$ cat src/include/shift_parity_pkg.sv
// Constants, codes and timing for the shift and parity test unit
package shift_parity_pkg;
   localparam int WORD_W = 36;
   localparam int CNT_W = 7;
   localparam int MINOR_W = 3;
   localparam int CLK_PERIOD_NS = 10;
   // Operation group selects from instruction control
   localparam logic [1:0] OP_NONE = 2'h0;
   localparam logic [1:0] OP_ODD_PARITY = 2'h1;
   localparam logic [1:0] OP_SHIFT = 2'h2;
   // Shift group major code and minor codes
   localparam logic [6:0] SHIFT_MAJOR = 7'h3b;
   localparam logic [2:0] single_right_rotate = 3'h0;
   localparam logic [2:0] double_right_rotate = 3'h1;
   localparam logic [2:0] single_right_zero_fill_shift = 3'h2;
   localparam logic [2:0] single_right_sign_fill_shift = 3'h3;
   localparam logic [2:0] double_right_sign_fill_shift = 3'h4;
   localparam logic [2:0] scale_factor_normalize = 3'h6;
   localparam logic [5:0] NORM_MAX_ROT = 6'h23;
   // Execution times in nanoseconds
   localparam int T_PAR_ALT_NOSKIP_NS = 10000;
   localparam int T_PAR_ALT_SKIP_NS = 6000;
   localparam int T_PAR_SAME_NOSKIP_NS = 14000;
   localparam int T_PAR_SAME_SKIP_NS = 10000;
   localparam int T_SHIFT_NS = 4000;
   localparam int T_NORM_ALT_NS = 6000;
   localparam int T_NORM_SAME_NS = 10000;
   localparam int CYC_W = 11;
   localparam logic [CYC_W-1:0] CYC_PAR_ALT_NOSKIP = CYC_W'(T_PAR_ALT_NOSKIP_NS / CLK_PERIOD_NS);
   localparam logic [CYC_W-1:0] CYC_PAR_ALT_SKIP = CYC_W'(T_PAR_ALT_SKIP_NS / CLK_PERIOD_NS);
   localparam logic [CYC_W-1:0] CYC_PAR_SAME_NOSKIP = CYC_W'(T_PAR_SAME_NOSKIP_NS / CLK_PERIOD_NS);
   localparam logic [CYC_W-1:0] CYC_PAR_SAME_SKIP = CYC_W'(T_PAR_SAME_SKIP_NS / CLK_PERIOD_NS);
   localparam logic [CYC_W-1:0] CYC_SHIFT = CYC_W'(T_SHIFT_NS / CLK_PERIOD_NS);
   localparam logic [CYC_W-1:0] CYC_NORM_ALT = CYC_W'(T_NORM_ALT_NS / CLK_PERIOD_NS);
   localparam logic [CYC_W-1:0] CYC_NORM_SAME = CYC_W'(T_NORM_SAME_NS / CLK_PERIOD_NS);
   localparam logic [WORD_W-1:0] WORD_RESET = 36'h0;
endpackage

$ cat src/rtl/shift_parity_unit.sv
// Shift group and odd parity skip test datapath with timed completion
`timescale 1ns/10ps
//////////////////////////////////////////////////////////////////////////////
module shift_parity_unit
   import shift_parity_pkg::*;
(
   input wire logic ref_clk,
   input wire logic resetn,
   input wire logic start,
   input wire logic [1:0] op_sel,
   input wire logic [6:0] major_code,
   input wire logic [MINOR_W-1:0] minor_code,
   input wire logic same_bank,
   input wire logic [WORD_W-1:0] reg_a,
   input wire logic [WORD_W-1:0] reg_a_next,
   input wire logic [WORD_W-1:0] operand,
   input wire logic [17:0] u_field,
   output logic busy,
   output logic done,
   output logic skip_following_instruction,
   output logic write_a,
   output logic write_a_next,
   output logic [WORD_W-1:0] result_a,
   output logic [WORD_W-1:0] result_a_next
);

   typedef enum logic [2:0] {
      IDLE = 3'b001,
      RUN = 3'b010,
      FINISH = 3'b100
   } state_e;

   state_e state;
   state_e next_state;
   logic [CYC_W-1:0] timer;
   logic [CYC_W-1:0] next_timer;
   logic busy_q;
   logic next_busy;
   logic done_q;
   logic next_done;
   logic skip_q;
   logic next_skip;
   logic wa_q;
   logic next_wa;
   logic wan_q;
   logic next_wan;
   logic [WORD_W-1:0] ra_q;
   logic [WORD_W-1:0] next_ra;
   logic [WORD_W-1:0] ran_q;
   logic [WORD_W-1:0] next_ran;

   //////////////////////////////////////////////////////////////////////////////
   // Datapath functions

   function automatic logic [5:0] norm_count(input logic [WORD_W-1:0] w);
      logic [5:0] n;
      logic [WORD_W-1:0] v;
      logic stop;
      n = 6'h0;
      v = w;
      stop = 1'b0;
      // Bounded loop keeps the search combinational and caps it at 35
      for (int i = 0; i < 35; i++) begin
         if (!stop && v[35] == v[34]) begin
            v = {v[34:0], v[35]};
            n = n + 6'h1;
         end else begin
            stop = 1'b1;
         end
      end
      return n;
   endfunction

   function automatic logic [2*WORD_W-1:0] pair_shift(input logic [2*WORD_W-1:0] p, input logic [CNT_W-1:0] c,
                                                       input logic rot, input logic sfill);
      logic [4*WORD_W-1:0] ext;
      logic [4*WORD_W-1:0] sh;
      if (rot)
         ext = {p, p};
      else if (sfill)
         ext = {{(2*WORD_W){p[2*WORD_W-1]}}, p};
      else
         ext = {{(2*WORD_W){1'b0}}, p};
      sh = ext >> c; // Low-end bits fall off the bottom
      return sh[2*WORD_W-1:0];
   endfunction

   logic [CNT_W-1:0] count;
   logic [CNT_W-1:0] count72;
   logic [WORD_W-1:0] product;
   logic parity_odd;
   logic is_shift;
   logic is_par;
   logic [2*WORD_W-1:0] sh_single_rot;
   logic [2*WORD_W-1:0] sh_single;
   logic [2*WORD_W-1:0] sh_pair;
   logic [5:0] ncount;

   assign count = u_field[CNT_W-1:0];
   // Counts past 72 are undefined for programs; clamp so rotation stays within the doubled pair
   assign count72 = (count > 7'h48) ? 7'h48 : count;
   assign product = reg_a & operand;
   assign parity_odd = ^product;
   assign is_shift = (op_sel == OP_SHIFT) && (major_code == SHIFT_MAJOR);
   assign is_par = (op_sel == OP_ODD_PARITY);
   assign sh_single_rot = pair_shift({reg_a, reg_a}, CNT_W'(count72 % 7'h24), 1'b1, 1'b0);
   assign sh_single = pair_shift({reg_a, {WORD_W{1'b0}}}, count72, 1'b0,
                                 minor_code == single_right_sign_fill_shift);
   assign sh_pair = pair_shift({reg_a, reg_a_next}, count72, minor_code == double_right_rotate,
                               minor_code == double_right_sign_fill_shift);
   assign ncount = norm_count(operand);

   //////////////////////////////////////////////////////////////////////////////
   // Sequencer and result capture

   always_comb begin
      next_state = state;
      next_timer = timer;
      next_busy = busy_q;
      next_done = 1'b0;
      next_skip = skip_q;
      next_wa = wa_q;
      next_wan = wan_q;
      next_ra = ra_q;
      next_ran = ran_q;
      case (state)
         IDLE: begin
            if (start && (is_par || is_shift)) begin
               next_state = RUN;
               next_busy = 1'b1;
               next_skip = 1'b0;
               next_wa = 1'b0;
               next_wan = 1'b0;
               if (is_par) begin
                  next_skip = parity_odd;
                  next_wan = 1'b0;
                  if (same_bank)
                     next_timer = parity_odd ? CYC_PAR_SAME_SKIP : CYC_PAR_SAME_NOSKIP;
                  else
                     next_timer = parity_odd ? CYC_PAR_ALT_SKIP : CYC_PAR_ALT_NOSKIP;
               end else begin
                  next_timer = CYC_SHIFT;
                  next_wa = 1'b1;
                  case (minor_code)
                     single_right_rotate: next_ra = sh_single_rot[WORD_W-1:0];
                     double_right_rotate, double_right_sign_fill_shift: begin
                        next_ra = sh_pair[2*WORD_W-1:WORD_W];
                        next_ran = sh_pair[WORD_W-1:0];
                        next_wan = 1'b1;
                     end
                     single_right_zero_fill_shift, single_right_sign_fill_shift:
                        next_ra = sh_single[2*WORD_W-1:WORD_W];
                     scale_factor_normalize: begin
                        next_ra = (operand << ncount) | (operand >> (6'h24 - ncount));
                        next_ran = {30'h0, ncount};
                        next_wan = 1'b1;
                        next_timer = same_bank ? CYC_NORM_SAME : CYC_NORM_ALT;
                     end
                     default: next_wa = 1'b0;
                  endcase
               end
            end
         end
         RUN: begin
            next_timer = timer - CYC_W'(1);
            if (timer == CYC_W'(2))
               next_state = FINISH;
         end
         FINISH: begin
            next_state = IDLE;
            next_busy = 1'b0;
            next_done = 1'b1;
         end
         default: next_state = IDLE;
      endcase
   end

   always_ff @(posedge ref_clk or negedge resetn) begin
      if (!resetn) begin
         state <= IDLE;
         timer <= '0;
         busy_q <= 1'b0;
         done_q <= 1'b0;
         skip_q <= 1'b0;
         wa_q <= 1'b0;
         wan_q <= 1'b0;
         ra_q <= WORD_RESET;
         ran_q <= WORD_RESET;
      end else begin
         state <= next_state;
         timer <= next_timer;
         busy_q <= next_busy;
         done_q <= next_done;
         skip_q <= next_skip;
         wa_q <= next_wa;
         wan_q <= next_wan;
         ra_q <= next_ra;
         ran_q <= next_ran;
      end
   end

   assign busy = busy_q;
   assign done = done_q;
   assign skip_following_instruction = skip_q;
   assign write_a = wa_q;
   assign write_a_next = wan_q;
   assign result_a = ra_q;
   assign result_a_next = ran_q;

   //////////////////////////////////////////////////////////////////////////////
   // Checks

   logic [CYC_W-1:0] run_len;
   always_ff @(posedge ref_clk or negedge resetn) begin
      if (!resetn)
         run_len <= '0;
      else if (!busy_q)
         run_len <= '0;
      else
         run_len <= run_len + CYC_W'(1);
   end

   // Remembers the kind of the running operation, so the done check knows how long it should have taken
   logic fixed_shift_run;
   always_ff @(posedge ref_clk or negedge resetn) begin
      if (!resetn)
         fixed_shift_run <= 1'b0;
      else if (start && !busy_q)
         fixed_shift_run <= is_shift && minor_code != scale_factor_normalize && minor_code != 3'h5 &&
                            minor_code != 3'h7;
   end
endmodule

$ cat config.mk
export PLATFORM = sky130hd
export DESIGN_NAME = shift_parity_unit
export DESIGN_NICKNAME = d
export VERILOG_FILES = /design/src/include/shift_parity_pkg.sv /design/src/rtl/shift_parity_unit.sv
export SDC_FILE = /design/constraint.sdc
export NUM_CORES = 2
export LEC_CHECK = 0
export ABC_AREA = 1
export BUFFER_PORTS_ARGS = -buffer_cell sky130_fd_sc_hd__buf_4
export CAP_MARGIN = 20
export CORE_MARGIN = 10
export CORE_UTILIZATION = 45
export DETAILED_ROUTE_END_ITERATION = 7
export GPL_TIMING_DRIVEN = 0
export PLACE_DENSITY = 0.59
export SLEW_MARGIN = 20
export SYNTH_ARGS = -nofsm -noshare
export SYNTH_HDL_FRONTEND = slang
export SYNTH_SLANG_ARGS = --single-unit
$ cat constraint.sdc
create_clock -name ref_clk -period 2.69 [get_ports ref_clk]
set_input_delay 0.4035 -clock ref_clk [delete_from_list [all_inputs] [get_ports ref_clk]]
set_output_delay 0.4035 -clock ref_clk [all_outputs]
set_load 0.005 [all_outputs]
==> reports/metrics.csv <==
metric,value,unit
status,"finished, violations left",
violations,"design-rule violations, negative setup slack",
clkSinkCount,91,
clock.fmax,0.0547,GHz
num_rows,102,
vias_per_cell,6.37,
synth.yosys.seq_area_share,0.0646,
syn-num-nets,6597,
core,77600,um^2
grt_pass1_wl,293,mm
die_h,300,um
dpl_worst_slack,-18.33,ns
stdcell_count,7949,
grt.overflow.total,0,
vias,50600,
startpoint_type,input port,
crit_path_frequent_cell,ha_4,
crit_type,in -> reg,
antenna_found_initial,5,
drive_above_1_share,0.305,
slew_headroom,0.295,
h-tree-depth,3,
synth_flop_cell,dfrtp_1,
cts_tree,yes,
hold_buffers,0,
leakage,21.5,nW
peakVddDrop,378,uV
place.gp.congestion,1.08,
worst_path_max_delay_cell,ha_4,
most-common-layout-cells,"nand2_1, o21ai_0, inv_1, buf_4, nand3_1",
syn_inst,6415,
final_nets,7086,
first_global_vias,46900,
dieArea,90000,um^2
wl,205,mm
clk_pin_slew,0.07,ns
cp_data_arrival_time,18.56,ns
cap_violations,0,
cpPeakStageDelay,0.31,ns
synthArstFlopShare,1.00,
whs,0.122,ns
synthTopCellsByArea,"nand2_1, o21ai_0, dfrtp_1, nand3_1, inv_1",
fillCellCount,7295,
clockBufferDepth,2,
syn_area,35300,um^2
period_share,6.79,
track_usage,0.422,
io_pins,219,
setup_viol,73,
fin_ws,-15.58,ns
root_buffer,clkbuf_16,
hold_viol,0,
fin_skew,0.00644,ns
dr.pass1.iters,8,
rsz0062_at_grt,true,
cts_buffers,9,
yosys.area.top_type,nand2_1,
yosys_warnings,0,
required,2.98,ns
synth_edf_count,0,
ys_ff_latch,91,
drt-initial-drc-count,6838,
antenna_left,0,
die_w,300,um
port_buffers,207,
cp_max_fo,5,
clk_latency,0.35,ns
crit_path_end_kind,flop,
p_per_area,510,nW/um^2
hpwl,159,mm
drc,4,
mostFrequentLayoutCell,nand2_1,
wire_per_inst,25.7,um
r2r_cells,11,
dp.cells,7662,
yosysUniqueCellTypes,87,
synth.top_cell.area_share,0.218,
worstMarginPinSlew,1.06,ns
avgSynthCellArea,5.50,um^2
total_power,23.7,mW
syn_to_final_growth,32.1,%
final_max_slew_viol_count,0,
grt_max_degree,92,
start_util,0.454,
hp-class,in -> async,
diodes,0,
min_period,18.27,ns
-- flip-flops by register name, indices dropped and copies added (netlist names) --
signal and cells:
busy 1, done 1, result_a 36, result_a_next 36, skip_following_instruction 1, state 3, timer 11, write_a 1
write_a_next 1
-- logic make-up (layout without fill, tap and decap cells) --
kind of cell             Yosys count  count (layout)  share of synthesized area
multiplexers                     119             119                     0.0339
flip-flops                        91              91                     0.0646
AO/OA/AOI/OAI                   1594            1594                      0.260
buffers and inverters           1019            1513                      0.135
XOR/XNOR                         113             113                     0.0293
adder cells (fa/ha/maj)           40              40                     0.0142
AND/OR/NAND/NOR                 3439            3439                      0.463
-- critical path: cells and delay by family --
family	cells	cell delay [ns]
simple gates	37	3.41
buf+inv	39	3.17
fa+ha+maj	34	8.54
compound gates	23	2.94
-- worst paths after layout --
| kind | from | to | slack (ns) |
|---|---|---|---|
| min reg2reg | state[1] | done | 0.47 |
| min in group ref_clk | start | state[2] | 0.33 |
| max | operand[34] | result_a[17] | -15.58 |
| max in group asynchronous | resetn | result_a[5] | 1.99 |
| max reg2reg | state[0] | result_a_next[0] | -0.49 |
| min | resetn | done | 0.12 |
-- synthesized netlist by cell type, drive strengths merged (2+ instances only) --
master and instances:
xor2 54, o21a 24, dfrtp 90, o21bai 21, buf 129, a311oi 3
nand3b 13, a32oi 7, clkbuf 251, o31ai 10, and2 4, nand3 528
o22ai 37, nor4 12, o2111ai 3, mux2i 116, o41ai 8, nand2 2300
o21ai 1076, a21boi 2, a221oi 12, o2bb2ai 2, ha 40, a31o 6
a211oi 12, a32o 34, nand4 63, or2 60, nor3 64, o311ai 5
o211ai 90, a21oi 153, clkinv 18, a22oi 15, a31oi 39, o221ai 33
nor2 392, inv 619, mux2 3, xnor2 59
-- where the power goes --
part	switching [mW]	internal [mW]	total [mW]
combinational	13.2	7.12	20.3
clock	0.559	0.773	1.33
sequential	0.311	1.78	2.10
total	14.1	9.67	23.7
-- layer usage --
layer,part of all wire,global-route usage,up-vias
li1,-,-,22500
met1,0.35,0.472,23400
met2,0.45,0.705,3574
met3,0.094,0.0767,1156
met4,0.10,0.327,8
met5,0.00040,0,-
-- metrics by stage --
stage	utilization	instance area (um^2)	TNS [ns]
global placement	0.499	38800	-804.33
detailed placement	0.500	38800	-810.29
global route	0.601	46600	-682.89
finish	0.601	46600	-657.60
CTS	0.575	44600	-658.49
floorplan	-	35900	-634.92
-- timing repair --
| item | in CTS | in global routing |
|---|---|---|
| setup buffers | 182 | 92 |
| pin swaps | 239 | 188 |
| gates resized for setup | 1228 | 316 |
| gates cloned | 3 | 4 |
| setup endpoints to repair | 79 | 79 |
-- layout make-up --
cell class	instances	area (um^2)	area share
Tap cell	1040	1300	0.0279
Clock inverter	5	58.8	0.00126
Timing Repair Buffer	479	3920	0.0842
Inverter	637	2520	0.0541
Clock buffer	11	253	0.00542
Multi-Input combinational cell	5305	32900	0.706
Buffer	381	3350	0.0718
Sequential cell	91	2280	0.0489
No activity file was read; power rests on OpenSTA's default activity.
